File: src/design/pc_seq_regs.svh
// constants for the program-flow sequencer
`ifndef PC_SEQ_REGS_SVH
`define PC_SEQ_REGS_SVH
`define PC_RESET_VECTOR 12'h000
`define PC_SOFT_VECTOR 12'h002
`define PC_NUM_IRQ 10
`define PC_STACK_DEPTH 8
`define PC_PAGE_RESET 2'h0
`define PC_PAGE_LSB 5
`define PC_PAGE_MSB 6
`endif

File: src/design/pc_seq_pkg.sv
// types for the program-flow sequencer
package pc_seq_pkg;
	typedef enum logic [2:0] {
		OP_NEXT,
		OP_NEAR_JUMP,
		OP_NEAR_CALL,
		OP_FAR_JUMP,
		OP_FAR_CALL,
		OP_RETURN,
		OP_SOFT_INT,
		OP_PCL_WRITE
	} flow_op_t;
	typedef struct packed {
		logic valid;
		flow_op_t op;
		logic [11:0] target;
		logic [7:0] pcl_data;
	} flow_cmd_t;
	typedef struct packed {
		logic [11:0] pc;
		logic [7:0] pc_low_byte;
		logic [2:0] depth;
		logic busy;
	} flow_state_t;
endpackage

File: src/design/return_stack.sv
// circular return-address stack
`timescale 1ns/100ps
module return_stack #(
	parameter int DEPTH = 8,
	parameter int WIDTH = 12
) (
	input wire logic i_clk,
	input wire logic i_rst,
	input wire logic i_push,
	input wire logic i_pop,
	input wire logic [WIDTH-1:0] i_data,
	output logic [WIDTH-1:0] o_top,
	output logic [$clog2(DEPTH)-1:0] o_count
);
	localparam int AW = $clog2(DEPTH);
	logic [WIDTH-1:0] mem [DEPTH];
	logic [AW-1:0] ptr;
	logic [AW-1:0] count;
	wire [AW-1:0] top_idx = ptr - AW'(1);
	assign o_top = mem[top_idx];
	assign o_count = count;
	// pointer wraps so a ninth push overwrites the oldest, no overflow flag
	always_ff @(posedge i_clk)
	begin
		if (i_rst)
		begin
			ptr <= '0;
			count <= '0;
		end
		else if (i_push)
		begin
			mem[ptr] <= i_data; // RL8
			ptr <= ptr + AW'(1); // RL17
			if (count != AW'(DEPTH - 1))
				count <= count + AW'(1);
		end
		else if (i_pop)
		begin
			ptr <= top_idx; // RL8
			if (count != '0)
				count <= count - AW'(1);
		end
	end
endmodule // return_stack

File: src/design/pc_sequencer.sv
// program counter and flow sequencer
// What this block does
// RL1 - twelve-bit program counter covering 4K words
// RL2 - any reset loads counter with zero
// RL3 - hardware interrupt branches to its own vector
// RL4 - software interrupt branches to address 0x002
// RL5 - near call/jump carry ten-bit target
// RL6 - near upper bits from status bits six, five
// RL7 - return restores all twelve counter bits
// RL8 - eight-deep stack; calls, interrupts push, returns pop
// RL9 - one cycle each, flow changes take two
// RL10 - far call/jump reach whole space
// RL11 - page instruction sets page select persistently
// RL12 - ten interrupt requests, each own vector
// RL13 - single-word instructions advance one address
// RL14 - counter increments each cycle unless changed; holds for the one flush cycle after each flow change
// RL15 - low byte readable/writable, upper nibble hidden
// RL16 - counter bits 11:10 on near and low-byte updates come from page select
// RL17 - stack wraps, ninth push overwrites oldest
// RL18 - lowest vector wins among pending interrupts
`timescale 1ns/100ps
`include "pc_seq_regs.svh"
module pc_sequencer #(
	parameter int NUM_IRQ = `PC_NUM_IRQ,
	parameter int STACK_DEPTH = `PC_STACK_DEPTH
) (
	input wire logic i_clk,
	input wire logic i_rst,
	input pc_seq_pkg::flow_cmd_t i_cmd,
	input wire logic i_page_write,
	input wire logic [1:0] i_page_data,
	input wire logic [NUM_IRQ-1:0] i_irq,
	input wire logic i_irq_enable,
	output pc_seq_pkg::flow_state_t o_state,
	output logic [1:0] o_program_page_select,
	output logic o_irq_taken,
	output logic [3:0] o_irq_index
);
	import pc_seq_pkg::*;
	// vectors in source order; index 0 is lowest address
	localparam logic [11:0] VEC [10] = '{12'h003, 12'h006, 12'h009, 12'h00C, 12'h00F,
		12'h012, 12'h015, 12'h018, 12'h01E, 12'h021}; // RL3 RL12

	logic [11:0] pc;
	logic [1:0] program_page_select;
	logic busy;
	logic [11:0] next_pc;
	logic push;
	logic pop;
	logic [11:0] push_data;
	logic [11:0] stack_top;
	logic [2:0] depth;

	// priority pick of pending interrupt
	logic irq_any;
	logic [3:0] irq_sel;
	always_comb
	begin
		irq_any = 1'b0;
		irq_sel = 4'h0;
		for (int i = NUM_IRQ - 1; i >= 0; i--)
			if (i_irq[i])
			begin
				irq_any = 1'b1;
				irq_sel = 4'(i); // RL18
			end
	end

	// interrupts are taken only between instructions, never in a flush slot
	wire take_irq = irq_any && i_irq_enable && !busy;
	wire cmd_live = i_cmd.valid && !busy && !take_irq;
	wire [11:0] pc_inc = pc + 12'h001; // RL13 RL14
	wire [11:0] near_target = {program_page_select, i_cmd.target[9:0]}; // RL5 RL6 RL16
	wire [11:0] pcl_target = {program_page_select, 2'b00, i_cmd.pcl_data}; // RL15 RL16
	wire is_call = i_cmd.op == OP_NEAR_CALL || i_cmd.op == OP_FAR_CALL;
	wire is_soft = i_cmd.op == OP_SOFT_INT;

	always_comb
	begin
		next_pc = pc_inc; // RL14
		push = 1'b0;
		pop = 1'b0;
		push_data = pc_inc;
		if (take_irq)
		begin
			next_pc = VEC[irq_sel]; // RL3
			push = 1'b1; // RL8
			push_data = pc;
		end
		else if (cmd_live)
		begin
			unique case (i_cmd.op)
				OP_NEXT: next_pc = pc_inc;
				OP_NEAR_JUMP, OP_NEAR_CALL: next_pc = near_target; // RL5
				OP_FAR_JUMP, OP_FAR_CALL: next_pc = i_cmd.target; // RL10
				OP_RETURN:
				begin
					next_pc = stack_top; // RL7
					pop = 1'b1;
				end
				OP_SOFT_INT: next_pc = `PC_SOFT_VECTOR; // RL4
				OP_PCL_WRITE: next_pc = pcl_target;
			endcase
			push = is_call || is_soft; // RL8
		end
		else if (busy)
			next_pc = pc;
	end

	wire flow_change = take_irq || (cmd_live && i_cmd.op != OP_NEXT); // RL9

	return_stack #(
		.DEPTH(STACK_DEPTH),
		.WIDTH(12)
	) u_stack (
		.i_clk(i_clk),
		.i_rst(i_rst),
		.i_push(push),
		.i_pop(pop),
		.i_data(push_data),
		.o_top(stack_top),
		.o_count(depth)
	);

	always_ff @(posedge i_clk)
	begin
		if (i_rst)
		begin
			pc <= `PC_RESET_VECTOR; // RL2
			program_page_select <= `PC_PAGE_RESET;
			busy <= 1'b0;
			o_irq_taken <= 1'b0;
			o_irq_index <= 4'h0;
		end
		else
		begin
			pc <= next_pc; // RL1
			busy <= flow_change; // RL9
			o_irq_taken <= take_irq;
			o_irq_index <= take_irq ? irq_sel : o_irq_index;
			if (i_page_write)
				program_page_select <= i_page_data; // RL11
		end
	end

	assign o_state = '{pc: pc, pc_low_byte: pc[7:0], depth: depth, busy: busy}; // RL15
	assign o_program_page_select = program_page_select;
endmodule // pc_sequencer

File: config.mk
export PLATFORM = sky130hd
export DESIGN_NAME = pc_sequencer
export DESIGN_NICKNAME = d
export VERILOG_FILES = /design/src/design/pc_seq_pkg.sv /design/src/design/return_stack.sv /design/src/design/pc_sequencer.sv
export VERILOG_INCLUDE_DIRS = /design/src /design/src/design
export SDC_FILE = /design/constraint.sdc
export NUM_CORES = 1
export LEC_CHECK = 0
export BUFFER_PORTS_ARGS = -buffer_cell sky130_fd_sc_hd__buf_4
export CORE_MARGIN = 2
export CORE_UTILIZATION = 53
export DETAILED_ROUTE_END_ITERATION = 6
export PLACE_DENSITY = 0.77
export REMOVE_ABC_BUFFERS = 1
export SYNTH_ARGS = -nofsm -noshare
export SYNTH_HDL_FRONTEND = slang
export SYNTH_SLANG_ARGS = --single-unit
File: constraint.sdc
create_clock -name i_clk -period 3.5 [get_ports i_clk]
set_input_delay 1.05 -clock i_clk [delete_from_list [all_inputs] [get_ports i_clk]]
set_output_delay 1.05 -clock i_clk [all_outputs]
set_load 0.01 [all_outputs]
# After elaboration in Yosys (flattened, before gate mapping)
# Memory sizes are Yosys's and may differ from the RTL's.
# Index checks and enable logic that the tools add are counted.
[op_classes]
bitwise = 1
reduce_logical = 18
n_eq_ne = 10
magnitude_cmp = 1
add_sub_neg = 5
muxes = 41
[ops]
columns = ["operator", "n"]
rows = [
  ["12-bit 2-to-1 mux", 6],
  ["12-bit one-hot mux with 6 select lines", 1],
  ["4-bit 2-to-1 mux", 10],
  ["1-bit 2-to-1 mux", 18],
  ["3-bit 2-to-1 mux", 6],
  ["12-bit by 1-bit adder with 12-bit output (second input constant)", 1],
  ["3-bit equality test (second input constant)", 4],
  ["3-bit by 1-bit adder with 3-bit output (second input constant)", 2],
  ["3-bit by 2-bit equality test with 1-bit output (second input constant)", 2],
  ["3-bit nonzero test", 2],
  ["3-bit by 1-bit subtractor with 3-bit output (second input constant)", 2],
  ["5-bit >= comparator (second input constant)", 1],
  ["1-bit logical AND", 5],
  ["4-bit inverter with 5-bit output", 1],
  ["2-bit nonzero test", 2],
  ["2-bit OR reduction", 2],
  ["3-bit by 1-bit equality test with 1-bit output (second input constant)", 1],
  ["3-bit logical NOT", 1],
  ["1-bit logical OR", 3],
  ["3-bit by 1-bit != test with 1-bit output (second input constant)", 1],
  ["3-bit != test (second input constant)", 1],
  ["3-bit AND reduction", 1],
  ["1-bit logical NOT", 2],
  ["2-bit by 1-bit != test with 1-bit output (second input constant)", 1],
]
[totals]
romBits = 192
n_memories = 2
ram_bits = 96
register_bits = 26
output_inout_bits = 31
word_cells = 85
[memory_table]
columns = ["memory", "depth", "width", "read_ports", "rd_ports_with_merged_regs", "write_ports", "line", "rtl"]
rows = [
  ["(name not given)", 16, 12, 1, 0, 0, "pc_sequencer.sv:86", "next_pc = VEC[irq_sel];"],
  ["u_stack.mem", 8, 12, 1, 0, 1, "return_stack.sv:16", "logic [WIDTH-1:0] mem [DEPTH];"],
]

# Logic depth before layout (Yosys ltp)
# Gate-level depths: netlist of the first run.
[logic_depth]
ltp_word = 19
depth_mapped = 13
depth_no_buf = 10

# Modules after synthesis
# Synthesis of the first run repeated with hierarchy kept, for this count alone.
[unflattened]
cells_unflattened = 462
area_unflattened_um2 = 6140.9
[modules_own_cells]
columns = ["module", "cells_per_inst", "seq_area_each_um2", "instances", "area_each_um2"]
rows = [
  ["return_stack", 200, 3002.9, 1, 4134.0],
  ["pc_sequencer", 262, 400.4, 1, 2006.9],
]

# Worst setup path before layout of the first run
# OpenSTA, ideal clock, no wires.
[synth_path]
path_kind = "register to register"
from = "register u_stack.ptr[0]"
to = "register pc[4]"
path_stages_with_launch = 13
required_ps = 3384
arrival_ps = 3275
n_path_buf = 4
setup_slack_ps = 108
path_cell_list = "dfxtp_1 clkbuf_1 buf_2 buf_2 clkinv_1 ha_1 xor2_1 buf_2 mux4_2 nand2_1 a21oi_1 or3_1 a41o_1"
[synth_between]
elab_chain_cells = 5
[synth_rtl]
columns = ["item", "line", "rtl"]
rows = [
  ["start, declared", "return_stack.sv:17", "logic [AW-1:0] ptr;"],
  ["start signal, assigned", "return_stack.sv:33", "ptr <= ptr + AW'(1);"],
  ["start signal, assigned", "return_stack.sv:39", "ptr <= top_idx;"],
  ["3-bit by 1-bit subtractor with 3-bit output", "return_stack.sv:19", "wire [AW-1:0] top_idx = ptr - AW'(1);"],
  ["memory read 8 x 12 bit", "--", ""],
  ["12-bit one-hot mux with 6 select lines", "pc_sequencer.sv:92", "unique case (i_cmd.op)"],
  ["12-bit 2-to-1 mux", "pc_sequencer.sv:90", "else if (cmd_live)"],
  ["12-bit 2-to-1 mux", "pc_sequencer.sv:84", "if (take_irq)"],
  ["end signal, assigned", "pc_sequencer.sv:129", "pc <= `PC_RESET_VECTOR;"],
  ["end signal, assigned", "pc_sequencer.sv:137", "pc <= next_pc;"],
  ["end, declared", "pc_sequencer.sv:44", "logic [11:0] pc;"],
]
# No other way between the ends.
# A chain may end at the register's enable or synchronous reset.

# Final worst setup path of the first run
[layout_path]
from = "input i_irq[3]"
to = "memory u_stack.mem[0][3] (data pin)"
[layout_between]
elab_chain_cells = 7
[layout_rtl]
columns = ["item", "line", "rtl"]
rows = [
  ["start, declared", "pc_sequencer.sv:32", "input wire logic [NUM_IRQ-1:0] i_irq,"],
  ["1-bit 2-to-1 mux (4 in series)", "pc_sequencer.sv:62", "if (i_irq[i])"],
  ["1-bit logical AND (2 in series)", "pc_sequencer.sv:70", "wire take_irq = irq_any && i_irq_enable && !busy;"],
  ["12-bit 2-to-1 mux", "pc_sequencer.sv:84", ""],
  ["net push_data[3]", "pc_sequencer.sv:50", "logic [11:0] push_data;"],
  ["end, declared", "return_stack.sv:16", ""],
]
# The timed path passes the listed nets, and every way through them passes these cells.

==> impl_metrics.toml, run 1 <==
[yosys]
syn_inst = 480
ys_warn_count = 0
synth_compound_area_share_pct = 12.2
yosysUniqueCellTypes = 61
synthesis.area_sq_um = 5940
synth_area_leader_cell = "edfxtp_1"
synth_xor_area_share_pct = 2.65
ys_async_sr_fraction_pct = 0
ys_ff_latch = 122
yosys-top-cells-area = "edfxtp_1 49%, dfxtp_1 8.8%, mux4_2 8.3%, nor2_1 2.8%, a21oi_1 2.3%"
yosysMostFrequentCell = "edfxtp_1"
synthMuxAreaShare_pct = 11.1
synthSimpleGateAreaFrac_pct = 11.1
avgSynthCellArea_sq_um = 12.4
ys_seq_area_share_pct = 57.3
synth_top_area_share_pct = 48.5
synth_top_family_by_area = "compound AO/OA/AOI/OAI gates"
ys.flop_type = "edfxtp_1"
synth_edf_count = 96
synth_fa_ha_area_share_pct = 1.39
synthTopCellsByCount = "96 x edfxtp_1, 45 x nor2_1, 30 x nand2_1"

[sta]
relSlewSlack_pct = 37.1
rsz0062_at_grt = "false"
slew_viol_final = 0
setup_ws_ns = 0.684
holdWs_ns = 0.463
setup_viol = 0
min_period_over_period_pct = 80.5
setup-tns-final_ns = 0
min_period_ns = 2.82
worstMarginPinSlew_ns = 0.943
finClkSkew_ns = 0.00900
hold_viol_final = 0
fmax_mhz = 355

[global_routing]
first_global_vias = 4161
grt_max_degree = 33
use_met1_pct = 32.8
top_usage_layer = "met2"
gr-usage-met2_pct = 40.2
grt_overflow = 0
grt_use_met3_pct = 7.17
antenna_found_initial = 0
grtUsageTotal_pct = 25.5
grt_pass1_wl_mm = 22.1

[setup_path]
reg2reg_slack_ns = 0.69
worstPathArrival_ns = 3.04
r2r-start = "u_stack.ptr[0]$_SDFFE_PP0P_"
r2r-end = "pc[7]$_SDFFE_PP0P_"
cp.required_ns = 3.73
worstSetupStartpoint = "i_irq[3]"
crit_path_end_kind = "flop"
cp-endpoint = "u_stack.mem[0][3]$_DFFE_PP_"
r2r_cells = 9
critPathMaxFanout = 8
critical_path_class = "in -> reg"
startpoint_type = "input port"

[routing]
wl_mm = 14.6
postRouteAntennaNets = 0
drc = 0
num_vias = 4407
drtIter0Drc = 529
vias_per_cell = 6.20
wl_per_cell_um = 20.5
dr.pass1.iters = 5

[cells_and_area]
drive_gt1_share_pct = 28.9
syn_to_final_growth_pct = 20.9
diodes = 0
finalNetCount = 604
utilization_pct = 66.0

[clocking]
cts_resized = 0
cts_max_path_buffers = 2
clkTransAtPathRegs_ns = 0.06
cts_tree = "done"
cts_buffers = 17
cts_root_buf = "clkbuf_8"
clock-sinks = 122
cts-htree-levels = 4
clk_latency_ns = 0.53
post_cts_buffers = 0
cts_hold_buf = 0

[floorplanning]
rows = 38
die_h_um = 110
chipWidth_um = 110
die_area_sq_um = 12100
coreArea_sq_um = 10900
start_util_pct = 54.6
top_level_ports = 71

[power]
ir_drop_mv = 0.418
powerDensity_nw_per_um2 = 542
power_leakage_nw = 2.66
p_total_mw = 3.89

[placement]
hpwl_mm = 9.91
post-place-ws_ns = 0.214
place_congestion = 0.929
portBuffers = 70

[hold_path]
min_path_type = "reg -> reg"

[flow_run]
maxCapViolCount = 0

[status]
outcome = "complete, no violations"
==> cells in the final DEF, fill, tap and decap left out, drive strengths merged, types with 16 or more instances in the layout <==
cell / synthesis / final
inv: 14 / 16
edfxtp: 96 / 96
clkbuf: 22 / 18
a21oi: 27 / 27
mux4: 22 / 22
dfxtp: 26 / 26
buf: 17 / 98
o21ai: 26 / 26
nor2: 45 / 45
nand2: 31 / 31
==> cell families (layout without fill, tap and decap cells) <==
family                   count (synthesis)  count (layout)
XOR/XNOR                                18              18
flip-flops                             122             122
adder cells (fa/ha/maj)                  6               6
buffers and inverters                   54             145
AO/OA/AOI/OAI                          105             105
AND/OR/NAND/NOR                        137             137
multiplexers                            38              38
==> worst max-delay path: stages <==
cell     delay [ns]
buf_4          0.12
or4_1          0.67
o31ai_2        0.27
buf_4          0.18
nand4_1        0.12
xnor2_1        0.62
==> metal layers <==
metal,wire (um),vias up
li1,-,1979
met1,6070,2168
met2,6920,222
met3,1150,38
met4,450,0
met5,0,-
==> power breakdown <==
part	switching [mW]	leakage, nW	total [mW]	internal, mW
sequential	0.0532	1.10	1.68	1.63
clock	0.636	0.253	1.50	0.868
combinational	0.377	1.31	0.705	0.329
total	1.07	2.66	3.89	2.83
==> state kept, by name (all words and copies together), names as in the netlist <==
name                   count
u_stack.mem               96
pc                        12
o_irq_index                4
u_stack.o_count            3
u_stack.ptr                3
o_program_page_select      2
busy                       1
o_irq_taken                1
==> layout make-up <==
cell class | instances | area (sq um)
tap | 140 | 175
sequential | 122 | 3400
multi-input combinational | 304 | 2290
clock buffer | 18 | 418
clock inverter | 14 | 100
fill | 764 | 3710
timing repair buffer | 98 | 736
inverter | 15 | 56.3
==> per-stage QoR <==
stage,area (sq um),instances
floorplan,5740,441
global placement,6660,679
detailed placement,6660,679
CTS,7180,711
global route,7180,711
finish,7180,711
==> how the worst min path moves through the flow <==
stage / start / endpoint / slack, ns / cells after the start
floorplan: o_irq_index[0]$_SDFFE_PP0P_ / o_irq_index[0]$_SDFFE_PP0P_ / 0.47 / 2
global placement: o_irq_index[0]$_SDFFE_PP0P_ / o_irq_index[0]$_SDFFE_PP0P_ / 0.45 / 2
detailed placement: o_irq_index[0]$_SDFFE_PP0P_ / o_irq_index[0]$_SDFFE_PP0P_ / 0.45 / 2
CTS: o_irq_index[0]$_SDFFE_PP0P_ / o_irq_index[0]$_SDFFE_PP0P_ / 0.46 / 2
global route: o_irq_index[0]$_SDFFE_PP0P_ / o_irq_index[0]$_SDFFE_PP0P_ / 0.49 / 2
finish: o_irq_index[0]$_SDFFE_PP0P_ / o_irq_index[0]$_SDFFE_PP0P_ / 0.46 / 2
(Power assumes the default switching activity.)
==> run 2: changes to the inputs <==
Settings changed: CORE_UTILIZATION 53 to 55, PLACE_DENSITY 0.77 to 0.76.
Clock period 3.5 ns to 2.9 ns, I/O delays scaled along.
==> impl_metrics.toml, run 2 (synthesis gave the netlist of run 1 again) <==
[global_routing]
gr-usage-met2_pct = 48.4
use_met1_pct = 36.8
grt_max_degree = 30
grt_overflow = 0
antenna_found_initial = 0
grt_use_met3_pct = 6.39
grtUsageTotal_pct = 28.7
top_usage_layer = "met2"
grt_pass1_wl_mm = 24.5
first_global_vias = 4484

[setup_path]
crit_path_frequent_cell = "buf_4"
startpoint_type = "input port"
critical_path_class = "in -> reg"
crit_cells = 6
crit_path_max_incr_delay_ns = 0.67
crit_path_end_kind = "flop"
worstPathArrival_ns = 2.83
reg2reg_slack_ns = 0.38
worst-path-buf-inv = 2
r2r-end = "pc[1]$_SDFFE_PP0P_"
cp_top_family = "simple AND/OR/NAND/NOR gates"
crit_path_cell_trace = "buf_4, or4_1, o31ai_2, buf_4, nand4_1, xnor2_1"
r2r_cells = 8
worst_path_max_delay_cell = "or4_1"
critPathMaxFanout = 9
r2r-start = "u_stack.ptr[1]$_SDFFE_PP0P_"
cp.required_ns = 3.13

[sta]
holdWs_ns = 0.463
min_period_over_period_pct = 89.4
setup_viol = 0
slew_viol_final = 0
relSlewSlack_pct = 16.7
hold_viol_final = 0
setup_ws_ns = 0.307
finClkSkew_ns = 0.00874
min_period_ns = 2.59
rsz0062_at_grt = "false"
fmax_mhz = 386
worstMarginPinSlew_ns = 1.24

[clocking]
cts-htree-levels = 4
cts_resized = 0
clock-sinks = 122
cts_max_path_buffers = 2
cts_root_buf = "clkbuf_8"
cts_tree = "done"
clk_latency_ns = 0.53
cts_hold_buf = 0
clkTransAtPathRegs_ns = 0.06
cts_buffers = 17
post_cts_buffers = 0

[floorplanning]
die_h_um = 108
top_level_ports = 71
chipWidth_um = 108
coreArea_sq_um = 10400
rows = 37
die_area_sq_um = 11600
start_util_pct = 57.0

[hold_path]
min_path_type = "reg -> reg"
hold_path_depth = 2
hold_end = "o_irq_index[1]$_SDFFE_PP0P_"
worstHoldStart = "o_irq_index[1]$_SDFFE_PP0P_"

[routing]
dr.pass1.iters = 6
num_vias = 4524
wl_per_cell_um = 21.8
vias_per_cell = 6.18
drtIter0Drc = 361
drc = 0
wl_mm = 15.9
postRouteAntennaNets = 0

[cells_and_area]
final_cell_mix = "120 x buf_4, 96 x edfxtp_1, 45 x nor2_1"
diodes = 0
drive_gt1_share_pct = 32.6
finalNetCount = 629
mostFrequentLayoutCell = "buf_4"
syn_to_final_growth_pct = 26.0
top_register = "u_stack.mem"
stdcell_count = 732
utilization_pct = 71.9
top_regs = "u_stack.mem x96, pc x12, o_irq_index x4"
largest_reg_flops = 96

[power]
p_switching_mw = 1.30
power_leakage_nw = 2.82
netSwitchingFraction_pct = 26.1
p_total_mw = 4.98
combPwrFrac_pct = 18.0
internal-power_mw = 3.68
ir_drop_mv = 0.436
powerDensity_nw_per_um2 = 666
power_frac_seq_pct = 40.7
pwr-share-clk_pct = 41.3

[status]
outcome = "complete, no violations"

[placement]
placed_cells = 700
post-place-ws_ns = -0.208
portBuffers = 70
hpwl_mm = 10.8
place_congestion = 0.994

[flow_run]
maxCapViolCount = 0
-- run 2: worst max path at each step --
stage	from	end	slack, ns
after floorplan	u_stack.ptr[0]$_SDFFE_PP0P_	pc[4]$_SDFFE_PP0P_	-1.59
after global placement	i_cmd[22]	u_stack.mem[2][11]$_DFFE_PP_	-0.16
after detailed placement	i_irq[3]	u_stack.o_count[2]$_SDFFE_PP0P_	-0.21
after CTS	i_irq[3]	u_stack.mem[7][3]$_DFFE_PP_	0.33
after global routing	i_irq[3]	u_stack.mem[7][3]$_DFFE_PP_	0.13
final	i_irq[3]	u_stack.mem[7][3]$_DFFE_PP_	0.31
-- run 2: tightest hold or removal path, delay by kind of cell, from the launching register on --
kind | cells | cell delay [ns]
AO/OA/AOI/OAI | 1 | 0.05
AND/OR/NAND/NOR | 1 | 0.05
flip-flops | 1 | 0.31
-- run 2: layout make-up --
class	count	area (sq um)
clock buffer	22	463
clock inverter	10	119
fill	698	2930
inverter	15	56.3
multi-input combinational	304	2310
sequential	122	3400
tap	136	170
timing repair buffer	123	961
-- run 2: power groups by stage --
stage / logic [mW] / registers (mW) / clock network (mW)
finish: 0.899 / 2.03 / 2.06
global route: 0.966 / 2.03 / 2.14
CTS: 0.892 / 2.02 / 2.07
detailed placement: 0.878 / 2.06 / 0
global placement: 0.865 / 2.05 / 0
floorplan: 0.490 / 2.08 / 0
-- run 2: stage by stage --
| step | TNS, ns | instance area [sq um] |
|---|---|---|
| final | 0 | 7480 |
| after global placement | -5.54 | 6900 |
| after floorplan | -33.23 | 5740 |
| after global routing | 0 | 7480 |
| after detailed placement | -8.78 | 6900 |
| after CTS | 0 | 7480 |
-- run 2: routing by layer --
layer / vias to the layer above / part of all wire (%)
met5: - / 0
met4: 0 / 2.7
met3: 48 / 8.9
met2: 274 / 50
met1: 2174 / 39
li1: 2028 / -
